[src/hdl/mdlsl_pkg.sv]
/*
 * Constants for one byte slice of the memory data loop: data widths,
 * slice identity codes, bus-output select codes, address masks, mode bit positions,
 * reset values and the depth of the outbound word buffer.
 * Assumes a single 20 MHz clock shared with the controller sequencer.
 */
package mdlsl_pkg;

	// --------------------------------------------------------------
	// widths
	// --------------------------------------------------------------
	localparam int unsigned BYTE_W     = 8;
	localparam int unsigned ROM_NIB_W  = 4;
	localparam int unsigned FIFO_DEPTH = 8;
	localparam int unsigned CLK_HZ     = 20_000_000;

	// --------------------------------------------------------------
	// byte codes decoded from the identity straps
	// --------------------------------------------------------------
	localparam logic [1:0] BYTE_CODE_0 = 2'h0;
	localparam logic [1:0] BYTE_CODE_1 = 2'h1;
	localparam logic [1:0] BYTE_CODE_2 = 2'h2;
	localparam logic [1:0] BYTE_CODE_3 = 2'h3;

	// --------------------------------------------------------------
	// processor-bus output source select
	// --------------------------------------------------------------
	localparam logic [1:0] OUT_SEL_IBUS = 2'h3;
	localparam logic [1:0] OUT_SEL_ROM  = 2'h2;
	localparam logic [1:0] OUT_SEL_REG0 = 2'h1;
	localparam logic [1:0] OUT_SEL_REG1 = 2'h0;

	// --------------------------------------------------------------
	// address masks per byte code (bus bits 23..2 only)
	// --------------------------------------------------------------
	localparam logic [7:0] ADDR_MASK_B0 = 8'hfc;
	localparam logic [7:0] ADDR_MASK_B1 = 8'hff;
	localparam logic [7:0] ADDR_MASK_B2 = 8'hff;
	localparam logic [7:0] ADDR_MASK_B3 = 8'h00;

	// --------------------------------------------------------------
	// mode bit positions on the address output of byte 0
	// --------------------------------------------------------------
	localparam int unsigned ABIT_ECC_DIS   = 1;
	localparam int unsigned ABIT_DIAG      = 2;
	localparam int unsigned ABIT_PAGE      = 3;
	localparam int unsigned ABIT_CRD_EN    = 4;
	localparam int unsigned ABIT_RDS_LOG   = 7;

	// --------------------------------------------------------------
	// reset values
	// --------------------------------------------------------------
	localparam logic [7:0] RST_BYTE   = 8'h00;
	localparam logic [3:0] RST_NIB    = 4'h0;
	localparam logic [1:0] RST_IDENT  = 2'h3;

endpackage

[src/hdl/mdlsl_slice.sv]
/*
 * One byte slice of the memory data loop plus its outbound word buffer.
 * Holds the intermediate and auxiliary address registers, the memory
 * data register, two control/status registers with comparators and
 * the boot ROM nibble latches. All strobes come from the controller
 * sequencer on the same clock; only the identity straps are synchronised.
 */
// Function
// - each slice carries one byte of 32
// - move data both ways between buses
// - forward address bits to array address lines
// - return boot PROM words to processor bus
// - match0 high when reg0 equals aux address
// - match1 high when reg1 equals aux address
// - init clears data and both status registers
// - identity straps select byte specific behaviour
// - register input chosen by select and identity
// - output select picks one of four sources
// - latch controls hit ROM latches or registers
// - intermediate strobe holds bus address, else transparent
// - aux strobe holds intermediate value, else transparent
// - data strobe holds bus data, else transparent
// - drive enable puts data onto processor bus
// - internal drive puts data register on internal bus
// - four PROM bits pass through ROM latches
// - address line 1 is ECC disable
// - address line 2 is diagnostic check mode
// - address line 3 is page mode
// - address line 4 enables corrected-data status
// - address line 7 requests uncorrectable error log
// - straps HH,HL,LH,LL give codes 0..3
// - select low takes bus, else code-dependent source
// - codes HH ibus, HL ROM, LH reg0, LL reg1

module mdlsl_fifo
	import mdlsl_pkg::*;
#(
	parameter int unsigned WIDTH = 8,
	parameter int unsigned DEPTH = 8
) (
	// clock and reset
	input  wire logic             ref_clk_in,
	input  wire logic             rst_n_in,
	// fill side
	input  wire logic             in_valid_in,
	input  wire logic [WIDTH-1:0] in_data_in,
	output logic                  in_ready_out,
	// drain side
	output logic                  out_valid_out,
	output logic [WIDTH-1:0]      out_data_out,
	input  wire logic             out_ready_in
);
	localparam int unsigned AW = $clog2(DEPTH);

	logic [WIDTH-1:0] mem [DEPTH];
	logic [AW-1:0]    wr_ptr;
	logic [AW-1:0]    rd_ptr;
	logic [AW:0]      count;
	logic [AW:0]      next_count;
	wire              push;
	wire              pop;
	wire              load_out;

	// --------------------------------------------------------------
	// handshakes
	// --------------------------------------------------------------
	// output stage is a register so the pins come from flops
	assign push     = in_valid_in && in_ready_out;
	assign load_out = (count != '0) && (!out_valid_out || out_ready_in);
	assign pop      = load_out;

	always_comb begin
		next_count = count;
		if (push && !pop) begin
			next_count = count + 1'b1;
		end else if (!push && pop) begin
			next_count = count - 1'b1;
		end
	end

	always_ff @(posedge ref_clk_in or negedge rst_n_in) begin
		if (!rst_n_in) begin
			wr_ptr       <= '0;
			rd_ptr       <= '0;
			count        <= '0;
			in_ready_out <= 1'b0;
		end else begin
			count        <= next_count;
			in_ready_out <= (next_count != (AW+1)'(DEPTH));
			if (push) begin
				wr_ptr <= AW'(wr_ptr + 1'b1);
			end
			if (pop) begin
				rd_ptr <= AW'(rd_ptr + 1'b1);
			end
		end
	end

	always_ff @(posedge ref_clk_in) begin
		if (push) begin
			mem[wr_ptr] <= in_data_in;
		end
	end

	always_ff @(posedge ref_clk_in or negedge rst_n_in) begin
		if (!rst_n_in) begin
			out_valid_out <= 1'b0;
			out_data_out  <= '0;
		end else if (load_out) begin
			out_valid_out <= 1'b1;
			out_data_out  <= mem[rd_ptr];
		end else if (out_ready_in) begin
			out_valid_out <= 1'b0;
		end
	end

	AST_FIFO_NO_OVERFLOW: assert property (@(posedge ref_clk_in) disable iff (!rst_n_in)
		(count == (AW+1)'(DEPTH)) |-> !in_ready_out)
		else $error("buffer full but still ready");

	AST_FIFO_HOLD: assert property (@(posedge ref_clk_in) disable iff (!rst_n_in)
		(out_valid_out && !out_ready_in) |=> (out_valid_out && $stable(out_data_out)))
		else $error("stalled output word changed");

endmodule

module mdlsl_slice
	import mdlsl_pkg::*;
(
	// clock and reset
	input  wire logic        ref_clk_in,
	input  wire logic        rst_n_in,
	// sequencer controls
	input  wire logic        init_n_in,
	input  wire logic [1:0]  ident_in,
	input  wire logic        reg_input_select_n_in,
	input  wire logic [1:0]  bus_output_select_in,
	input  wire logic [1:0]  latch_reg_in,
	input  wire logic        intermediate_addr_strobe_in,
	input  wire logic        aux_addr_strobe_in,
	input  wire logic        data_reg_strobe_in,
	input  wire logic        bus_drive_enable_in,
	input  wire logic        internal_bus_drive_in,
	// processor-memory bus byte lane
	input  wire logic [7:0]  pbus_data_in,
	output logic [7:0]       pbus_data_out,
	output logic             pbus_oe_out,
	output logic             pbus_valid_out,
	input  wire logic        pbus_ready_in,
	output logic             pbus_push_ready_out,
	// internal memory bus byte lane
	input  wire logic [7:0]  ibus_data_in,
	output logic [7:0]       ibus_data_out,
	output logic             ibus_oe_out,
	// boot PROM nibble
	input  wire logic [3:0]  rom_bus_in,
	// address and mode outputs
	output logic [7:0]       array_addr_out,
	output logic             ecc_disable_out,
	output logic             diag_check_out,
	output logic             page_mode_out,
	output logic             corrected_read_data_status_out,
	output logic             read_data_substitute_log_out,
	// comparators
	output logic             reg0_match_out,
	output logic             reg1_match_out
);

	// --------------------------------------------------------------
	// functions
	// --------------------------------------------------------------
	// straps are active high meaning H; HH is byte 0
	function automatic logic [1:0] decode_ident(input logic [1:0] straps);
		decode_ident = ~straps;
	endfunction

	function automatic logic [7:0] addr_mask(input logic [1:0] code);
		case (code)
			BYTE_CODE_0: addr_mask = ADDR_MASK_B0;
			BYTE_CODE_1: addr_mask = ADDR_MASK_B1;
			BYTE_CODE_2: addr_mask = ADDR_MASK_B2;
			default:     addr_mask = ADDR_MASK_B3;
		endcase
	endfunction

	// --------------------------------------------------------------
	// identity strap synchroniser
	// --------------------------------------------------------------
	logic [1:0] ident_meta;
	logic [1:0] ident_sync;
	logic [1:0] byte_code;

	always_ff @(posedge ref_clk_in or negedge rst_n_in) begin
		if (!rst_n_in) begin
			ident_meta <= RST_IDENT;
			ident_sync <= RST_IDENT;
			byte_code  <= BYTE_CODE_0;
		end else begin
			ident_meta <= ident_in;
			ident_sync <= ident_meta;
			byte_code  <= decode_ident(ident_sync);
		end
	end

	// --------------------------------------------------------------
	// storage
	// --------------------------------------------------------------
	logic [7:0] intermediate_addr_reg;
	logic [7:0] auxiliary_addr_reg;
	logic [7:0] memory_data_reg;
	logic [7:0] ctrl_status_reg_0;
	logic [7:0] ctrl_status_reg_1;
	logic [3:0] rom_latch_0;
	logic [3:0] rom_latch_1;

	// --------------------------------------------------------------
	// input selection and latch decode
	// --------------------------------------------------------------
	wire        code_uses_ibus;
	wire [7:0]  reg_input;
	wire        rom_assembly;
	wire        reg0_open;
	wire        reg1_open;
	wire        rom0_open;
	wire        rom1_open;
	wire [7:0]  rom_word;
	wire [7:0]  out_source;
	wire [7:0]  next_iar;
	wire [7:0]  next_aux;
	wire [7:0]  next_mdr;
	wire [7:0]  next_reg0;
	wire [7:0]  next_reg1;
	wire        push_valid;
	wire [7:0]  fifo_head;
	wire        fifo_valid;
	wire        fifo_ready;

	assign code_uses_ibus = (byte_code == BYTE_CODE_0) || (byte_code == BYTE_CODE_3);
	assign reg_input      = !reg_input_select_n_in ? pbus_data_in :
	                        (code_uses_ibus ? ibus_data_in : auxiliary_addr_reg);

	// a boot word is assembled while the ROM source is on the bus
	assign rom_assembly = (bus_output_select_in == OUT_SEL_ROM);
	assign rom0_open    = rom_assembly && !latch_reg_in[0];
	assign rom1_open    = rom_assembly && !latch_reg_in[1];
	assign reg0_open    = !rom_assembly && !latch_reg_in[0];
	assign reg1_open    = !rom_assembly && !latch_reg_in[1];
	assign rom_word     = {rom_latch_1, rom_latch_0};

	assign out_source = (bus_output_select_in == OUT_SEL_IBUS) ? ibus_data_in :
	                    (bus_output_select_in == OUT_SEL_ROM)  ? rom_word :
	                    (bus_output_select_in == OUT_SEL_REG0) ? ctrl_status_reg_0 :
	                    ctrl_status_reg_1;

	// each store is transparent while its strobe is low, holds while high
	assign next_iar  = intermediate_addr_strobe_in ? intermediate_addr_reg :
	                   (pbus_data_in & addr_mask(byte_code));
	assign next_aux  = aux_addr_strobe_in ? auxiliary_addr_reg : next_iar;
	assign next_mdr  = !init_n_in ? RST_BYTE :
	                   (data_reg_strobe_in ? memory_data_reg : reg_input);
	assign next_reg0 = !init_n_in ? RST_BYTE :
	                   (reg0_open ? reg_input : ctrl_status_reg_0);
	assign next_reg1 = !init_n_in ? RST_BYTE :
	                   (reg1_open ? reg_input : ctrl_status_reg_1);

	assign push_valid = bus_drive_enable_in;

	// --------------------------------------------------------------
	// registers
	// --------------------------------------------------------------
	always_ff @(posedge ref_clk_in or negedge rst_n_in) begin
		if (!rst_n_in) begin
			intermediate_addr_reg <= RST_BYTE;
			auxiliary_addr_reg    <= RST_BYTE;
			memory_data_reg       <= RST_BYTE;
			ctrl_status_reg_0     <= RST_BYTE;
			ctrl_status_reg_1     <= RST_BYTE;
		end else begin
			intermediate_addr_reg <= next_iar;
			auxiliary_addr_reg    <= next_aux;
			memory_data_reg       <= next_mdr;
			ctrl_status_reg_0     <= next_reg0;
			ctrl_status_reg_1     <= next_reg1;
		end
	end

	always_ff @(posedge ref_clk_in or negedge rst_n_in) begin
		if (!rst_n_in) begin
			rom_latch_0 <= RST_NIB;
			rom_latch_1 <= RST_NIB;
		end else begin
			if (rom0_open) begin
				rom_latch_0 <= rom_bus_in;
			end
			if (rom1_open) begin
				rom_latch_1 <= rom_bus_in;
			end
		end
	end

	// --------------------------------------------------------------
	// comparators and address outputs
	// --------------------------------------------------------------
	// compare next values so the flags line up with the registers
	always_ff @(posedge ref_clk_in or negedge rst_n_in) begin
		if (!rst_n_in) begin
			reg0_match_out <= 1'b1;
			reg1_match_out <= 1'b1;
		end else begin
			reg0_match_out <= (next_reg0 == next_aux);
			reg1_match_out <= (next_reg1 == next_aux);
		end
	end

	// mode flags use the code that byte_code takes at the same edge, so they never lag it
	wire [1:0] next_byte_code;
	wire       mode_lane;
	assign next_byte_code = decode_ident(ident_sync);
	assign mode_lane      = (next_byte_code == BYTE_CODE_0);

	always_ff @(posedge ref_clk_in or negedge rst_n_in) begin
		if (!rst_n_in) begin
			array_addr_out                 <= RST_BYTE;
			ecc_disable_out                <= 1'b0;
			diag_check_out                 <= 1'b0;
			page_mode_out                  <= 1'b0;
			corrected_read_data_status_out <= 1'b0;
			read_data_substitute_log_out   <= 1'b0;
		end else begin
			array_addr_out                 <= next_aux;
			ecc_disable_out                <= mode_lane && next_aux[ABIT_ECC_DIS];
			diag_check_out                 <= mode_lane && next_aux[ABIT_DIAG];
			page_mode_out                  <= mode_lane && next_aux[ABIT_PAGE];
			corrected_read_data_status_out <= mode_lane && next_aux[ABIT_CRD_EN];
			read_data_substitute_log_out   <= mode_lane && next_aux[ABIT_RDS_LOG];
		end
	end

	// --------------------------------------------------------------
	// bus drivers
	// --------------------------------------------------------------
	always_ff @(posedge ref_clk_in or negedge rst_n_in) begin
		if (!rst_n_in) begin
			ibus_data_out <= RST_BYTE;
			ibus_oe_out   <= 1'b0;
		end else begin
			ibus_data_out <= memory_data_reg;
			ibus_oe_out   <= internal_bus_drive_in;
		end
	end

	// outbound words queue so a slow bus stalls the sequencer, not data
	mdlsl_fifo #(
		.WIDTH (BYTE_W),
		.DEPTH (FIFO_DEPTH)
	) u_out_fifo (
		.ref_clk_in    (ref_clk_in),
		.rst_n_in      (rst_n_in),
		.in_valid_in   (push_valid),
		.in_data_in    (out_source),
		.in_ready_out  (fifo_ready),
		.out_valid_out (fifo_valid),
		.out_data_out  (fifo_head),
		.out_ready_in  (pbus_ready_in)
	);

	assign pbus_data_out       = fifo_head;
	assign pbus_valid_out      = fifo_valid;
	assign pbus_oe_out         = fifo_valid;
	assign pbus_push_ready_out = fifo_ready;

	// --------------------------------------------------------------
	// checks
	// --------------------------------------------------------------
	AST_INIT_CLEARS: assert property (@(posedge ref_clk_in) disable iff (!rst_n_in)
		!init_n_in |=> (memory_data_reg == 8'h00 && ctrl_status_reg_0 == 8'h00
		                && ctrl_status_reg_1 == 8'h00))
		else $error("init did not clear registers");

	AST_MATCH0: assert property (@(posedge ref_clk_in) disable iff (!rst_n_in)
		reg0_match_out == (ctrl_status_reg_0 == auxiliary_addr_reg))
		else $error("reg0 match wrong");

	AST_MATCH1: assert property (@(posedge ref_clk_in) disable iff (!rst_n_in)
		reg1_match_out == (ctrl_status_reg_1 == auxiliary_addr_reg))
		else $error("reg1 match wrong");

	AST_MDR_HOLDS: assert property (@(posedge ref_clk_in) disable iff (!rst_n_in)
		(data_reg_strobe_in && init_n_in) |=> $stable(memory_data_reg))
		else $error("data register moved while strobed");

	AST_MDR_FROM_BUS: assert property (@(posedge ref_clk_in) disable iff (!rst_n_in)
		(!data_reg_strobe_in && init_n_in && !reg_input_select_n_in)
		|=> memory_data_reg == $past(pbus_data_in))
		else $error("data register not loaded from bus");

	AST_IAR_HOLDS: assert property (@(posedge ref_clk_in) disable iff (!rst_n_in)
		intermediate_addr_strobe_in |=> $stable(intermediate_addr_reg))
		else $error("intermediate address moved while strobed");

	AST_AUX_FOLLOWS: assert property (@(posedge ref_clk_in) disable iff (!rst_n_in)
		(!aux_addr_strobe_in && intermediate_addr_strobe_in)
		|=> auxiliary_addr_reg == $past(intermediate_addr_reg))
		else $error("aux address not transparent");

	AST_IBUS_DRIVE: assert property (@(posedge ref_clk_in) disable iff (!rst_n_in)
		internal_bus_drive_in |=> (ibus_oe_out && ibus_data_out == $past(memory_data_reg)))
		else $error("internal bus not driven with data register");

	AST_PAGE_MODE: assert property (@(posedge ref_clk_in) disable iff (!rst_n_in)
		page_mode_out == (byte_code == BYTE_CODE_0 && auxiliary_addr_reg[ABIT_PAGE]))
		else $error("page mode does not follow address line 3");

	AST_ROM_HOLDS: assert property (@(posedge ref_clk_in) disable iff (!rst_n_in)
		!rom_assembly |=> $stable(rom_word))
		else $error("boot latch moved outside assembly");

endmodule

[config.mk]
export PLATFORM = sky130hd
export DESIGN_NAME = mdlsl_slice
export DESIGN_NICKNAME = d
export VERILOG_FILES = /design/src/hdl/mdlsl_pkg.sv /design/src/hdl/mdlsl_slice.sv
export SDC_FILE = /design/constraint.sdc
export NUM_CORES = 1
export LEC_CHECK = 0
export ABC_AREA = 0
export BUFFER_PORTS_ARGS = -buffer_cell sky130_fd_sc_hd__buf_2
export CORE_MARGIN = 2
export CORE_UTILIZATION = 60
export CTS_CLUSTER_SIZE = 28
export DETAILED_ROUTE_END_ITERATION = 16
export GPL_ROUTABILITY_DRIVEN = 0
export PLACE_DENSITY = 0.81
export SLEW_MARGIN = 25
export SYNTH_ARGS = -nofsm -noshare
export SYNTH_HDL_FRONTEND = slang
export SYNTH_SLANG_ARGS = --single-unit
[constraint.sdc]
create_clock -name ref_clk_in -period 3.2 [get_ports ref_clk_in]
set_clock_uncertainty 0.2 [all_clocks]
set_input_delay 0.32 -clock ref_clk_in [delete_from_list [all_inputs] [get_ports ref_clk_in]]
set_output_delay 0.32 -clock ref_clk_in [all_outputs]
set_load 0.03 [all_outputs]
## After elaboration in Yosys (flattened, before gate mapping)

Memory sizes are Yosys's and may differ from the RTL's. A register that Yosys moved wholly into a read port is not among the register bits.
Cells that the tools add are included.

- Bitwise operators: 2
- Reduce and logical (&&, ||, !) cells: 27
- Equal/unequal tests: 10
- Add/subtract/negate cells: 4
- Mux-type cells: 20

Operators by type and width:

| cell | number |
|---|---|
| $mux 8 | 13 |
| $eq 8x8->1 | 2 |
| $pmux 8 s2 | 1 |
| $logic_and 1x1->1 | 13 |
| $and 8x8->8 | 1 |
| $eq 2x2->1 const B | 4 |
| $mux 4 | 2 |
| $logic_not 1->1 | 7 |
| $add 3x1->3 const B | 2 |
| $add 4x1->4 const B | 1 |
| $eq 2x1->1 const B | 2 |
| $logic_not 2->1 | 2 |
| $mux 1 | 4 |
| $ne 4x4->1 const B | 1 |
| $reduce_bool 4->1 | 1 |
| $sub 4x1->4 const B | 1 |
| $logic_or 1x1->1 | 2 |
| $ne 2x2->1 const B | 1 |
| $not 2->2 | 1 |
| $reduce_bool 2->1 | 1 |
| $reduce_or 2->1 | 1 |

- Memories: 1
- Memory bits (writable): 64
- Logic and storage cells: 88
- Bits in registers: 82

Memories:

| name | words | bits a word | read ports | clocked after Yosys merged registers in | write ports | line | source |
|---|---|---|---|---|---|---|---|
| u_out_fifo.mem | 8 | 8 | 1 | 1 | 1 | mdlsl_slice.sv:55 | `logic [WIDTH-1:0] mem [DEPTH];` |

## Logic depth before layout (Yosys ltp)

- Word-level depth: 7
- Mapped depth: 8

## By module

A second synthesis with hierarchy kept.

- Cells, all modules: 520
- Area, all modules: 6909.1 um2

By module, submodules not included:

| module | times used | seq. area each (um2) | cells an instance | area an instance (um2) |
|---|---|---|---|---|
| mdlsl_slice | 1 | 1759.2 | 327 | 3504.6 |
| mdlsl_fifo | 1 | 2422.3 | 193 | 3404.5 |

## Worst setup path before layout

No wires, ideal clock.

- Path kind: register to register
- Start: register u_out_fifo.in_ready_out
- End: memory u_out_fifo.mem[0][0] (enable)
- Path buffers: 1
- Setup time: 0.383 ns
- Stages on the path, launching flop included: 5
- Period minus slack after synthesis: 2.287 ns
- Path slack: 0.913 ns
- Data required time: 2.617 ns
- Arrival time: 1.704 ns
- Path through: dfrtp_1 and2_1 clkbuf_1 nand2b_1 nor3_1

- Word-level cells in the longest chain between the ends: 3

Ends and longest elaborated chain:

| element | line | source |
|---|---|---|
| start, declared | mdlsl_slice.sv:47 | `output logic in_ready_out,` |
| start signal, assigned | mdlsl_slice.sv:89 | `in_ready_out <= (next_count != (AW+1)'(DEPTH));` |
| $logic_and 1x1->1 | mdlsl_slice.sv:68 | `assign push = in_valid_in && in_ready_out;` |
| $mux 1 | mdlsl_slice.sv:100 | `if (push) begin` |
| $mux 1 (implied by the code) | mdlsl_slice.sv:101 | `mem[wr_ptr] <= in_data_in;` |
| end, declared | mdlsl_slice.sv:55 |  |

No other way between the ends.

## Worst setup path in the final report

- Start: register byte_code[1]
- End: register reg1_match_out

- Word-level cells in the longest chain between the ends: 7
- Elaborated cells between the ends (all ways): 15

Ends and longest elaborated chain:

| element | line | source |
|---|---|---|
| start, declared | mdlsl_slice.sv:191 | `logic [1:0] byte_code;` |
| start signal, assigned | mdlsl_slice.sv:201 | `byte_code <= decode_ident(ident_sync);` |
| $eq 2x2->1, or another cell as far along | mdlsl_slice.sv:178 | `case (code)` |
| $reduce_or 2->1 (no source line) / $logic_or 1x1->1 (equally long branches) | n/a |  |
| $pmux 8 s2 / $mux 8 (equally long branches) | mdlsl_slice.sv:178, mdlsl_slice.sv:240 |  |
| $and 8x8->8 / $mux 8 (equally long branches) | mdlsl_slice.sv:257, mdlsl_slice.sv:239 |  |
| $mux 8 (on tied branches) | mdlsl_slice.sv:256, mdlsl_slice.sv:264 |  |
| $mux 8 (on tied branches) | mdlsl_slice.sv:258, mdlsl_slice.sv:263 |  |
| $eq 8x8->1 (*) | mdlsl_slice.sv:311 | `reg1_match_out <= (next_reg1 == next_aux);` |
| end signal, assigned | mdlsl_slice.sv:311 |  |
| end, declared | mdlsl_slice.sv:166 | `output logic reg1_match_out` |

Mark *: on every way between the ends. The rest lies on a longest branch, timed or not.
A chain may end at the register's enable or synchronous reset.

==> run metrics <==
number of H-tree levels=4; GRT overflow=0; vias in the first global route=4,566; Area growth, synth to finish=15.6%; met1 Use GR=30.1%; PD cells=roughly 770 nW/µm²; Synth Cell Area=between 6000 and 7000 µm²; Residual DRC=0; Slew Limit Fails=0; max reg flops=64; commonest cells after routing, fill and taps aside=dfrtp_1 (84), buf_2 (69), edfxtp_1 (64); Critical Path Max Stage Delay=~0.70 ns; Final setup viols=0; nets@finish=approximately 630; Worst IR Drop VDD=roughly 0.58 mV; syn nets=554; height of the chip=111 µm; critical path type=reg -> reg; post-DP HPWL=between 10 and 15 mm; fmax=about 340 MHz; drt total wl=between 10 and 15 mm; Synth area leader=dfrtp_1; # rows=38; layout cells sized above 1=a little over a quarter; slowest cell on the critical path=a2111oi_0; Critical Path Sink Type=flip-flop; area share of the largest cell type after synthesis=between 30% and 40%; initial antenna violation count=0; crit path cell chain=ha_1, mux2i_1, a2111oi_0, or3_1, nand4_1, nor4_2; sequential area share after synthesis=approximately 61%; clk slew on worst S/H paths=roughly 0.06 ns; WL per Instance=between 15 and 20 µm; Initial DRT Pass Iterations=5; most flop-heavy register=u_out_fifo.mem; port bufs=70; Root Buffer=clkbuf_16; Post-CTS Setup Inserts=0; final hold violation count=0; most used routing layer=met2; fillcell total=roughly 700; worst-margin pin slew=roughly 0.86 ns; Placed Area=7230 µm²; Primary FF master, synth=dfrtp_1; Worst EP required=approximately 3.3 ns; Arr. time, crit path=approximately 3 ns; cell leakage power=3.32 nW; first-pass GRT wire length=between 20 and 25 mm; hold_ws=0.0347 ns; synth top area cells=dfrtp_1 (31%), edfxtp_1 (28%), mux4_2 (6.6%); RSZ-0062 raised after global routing=no; largest net degree at the start of global routing=91; Hold Crit Class=in -> reg; EDFF count, synth=64; Finished Cell Area=approximately 7900 µm²; period utilization=92.1%; met3 Use GR=~6.4%; Synth warnings=0; CTS buffer count=17; synthesized instance count=roughly 500; Bufs and invs on worst path=0; crit start category=flip-flop; Rel. slew slack=40.9%; GRT Total Usage=roughly 25%; Core Region=11,000 µm²; minimum clock period=2.95 ns; most common cell after layout, fill and taps aside=dfrtp_1; fraction of registers with async set/reset=approximately 58%; Iteration-0 DRC Markers=348; Sink Count=roughly 150; Max-cap violations=0; CTS tree=yes; status=complete, no violations; library cells used by synthesis=47; clk buf depth=2; Initial Util=approximately 62%; Final ANT Viol Nets=0; via count=approximately 4,500; die span in x=approximately 110 µm; number of synthesized register bits=154; die area=about 12,000 µm²; final cell count without fillers=around 740; Total Power=between 6 and 7 mW; critical path's top delay family=simple AND/OR/NAND/NOR gates; setup_tns=0 ns; I/O pin total=71; crit-path max FO=10; GR Util met2=41.5%; syn_area_per_cell=about 13 µm²; clock latency on the worst-skew pair=approximately 0.42 ns; number of diodes=0; Inst Count DP=699; drt via density=a little over 6
==> final cells by class <==
cell class | count | area [µm²] | share of cell area (%)
tap | 140 | 175 | 2.22
multi-input combinational | 315 | 2420 | 30.7
clock buffer | 25 | 500 | 6.36
timing repair buffer | 83 | 474 | 6.02
inverter | 15 | 56.3 | 0.715
sequential | 154 | 4180 | 53.1
clock inverter | 7 | 66.3 | 0.842
==> worst min-delay path, cell delays in order <==
cell,delay (ns)
buf_2,0.08
nor2b_1,0.06
nand2b_1,0.15
==> logic make-up (layout without fill, tap and decap cells) <==
kind of cell / Yosys count / in the layout / share of synthesized area, %
flops: 154 / 154 / 61.4
xor+xnor: 7 / 7 / 0.900
buf+inv: 43 / 130 / 3.09
mux: 54 / 54 / 12.7
fa+ha+maj: 8 / 8 / 1.40
simple gates: 155 / 155 / 12.1
compound gates: 91 / 91 / 8.43
==> synth_stat cells, drive strengths merged, types with 2 or more instances <==
master,instances
nor2,38
nor3,3
nand4,8
nand2b,9
a31o,3
or3b,3
mux2,9
a21oi,32
a2111o,2
dfstp,6
mux4,24
dfrtp,84
and2,6
nand2,37
nor2b,6
buf,16
or3,15
a31oi,2
ha,6
a211o,2
or2,19
mux2i,21
xnor2,6
nor4,3
a2111oi,14
o311ai,2
o31ai,4
edfxtp,64
a211oi,4
inv,15
o21ai,24
o211ai,2
clkbuf,12
nor3b,4
maj3,2
==> path summary, 6_finish.rpt <==
kind                       slack [ns]                     from  depth (start not counted)                                endpoint
min in group asynchronous        0.33                 rst_n_in                          2  u_out_fifo.out_data_out[3]$_DFFE_PN0P_
min                              0.03            pbus_ready_in                          3    u_out_fifo.out_valid_out$_DFFE_PN0P_
min reg2reg                      0.15  ident_meta[1]$_DFF_PN1_                          0                 ident_sync[1]$_DFF_PN1_
max                              0.25   byte_code[1]$_DFF_PN0_                          6                reg1_match_out$_DFF_PN1_
max reg2reg                      0.25   byte_code[1]$_DFF_PN0_                          6                reg1_match_out$_DFF_PN1_
max in group asynchronous        1.92                 rst_n_in                          2              ibus_data_out[4]$_DFF_PN0_
==> power by group <==
part	switching, mW	leakage (nW)	internal (mW)
clock	0.734	0.280	1.16
combinational	0.827	1.34	0.646
sequential	0.234	1.70	2.43
total	1.79	3.32	4.24
==> per-layer routing <==
metal  share of wire [%]  wire, µm  vias up
met2                  51      7280      186
li1                    -         -     2042
met1                  40      5690     2189
met3                 6.0       858       47
met5                   0         0        -
met4                 3.8       546        0
==> metrics by stage <==
step | utilization [%] | setup WS, ns
floorplan | - | 0.913
global placement | 65.8 | 0.627
detailed placement | 65.8 | 0.391
CTS | 71.7 | 0.341
global route | 71.7 | 0.0888
finish | 71.7 | 0.252
==> timing repair <==
| action | in CTS | in global routing |
|---|---|---|
| resized for setup | 0 | 0 |
| hold buffers | 8 | 0 |
| endpoints found under the hold margin | 95 | 0 |
Power figures use the tool's default switching activity.
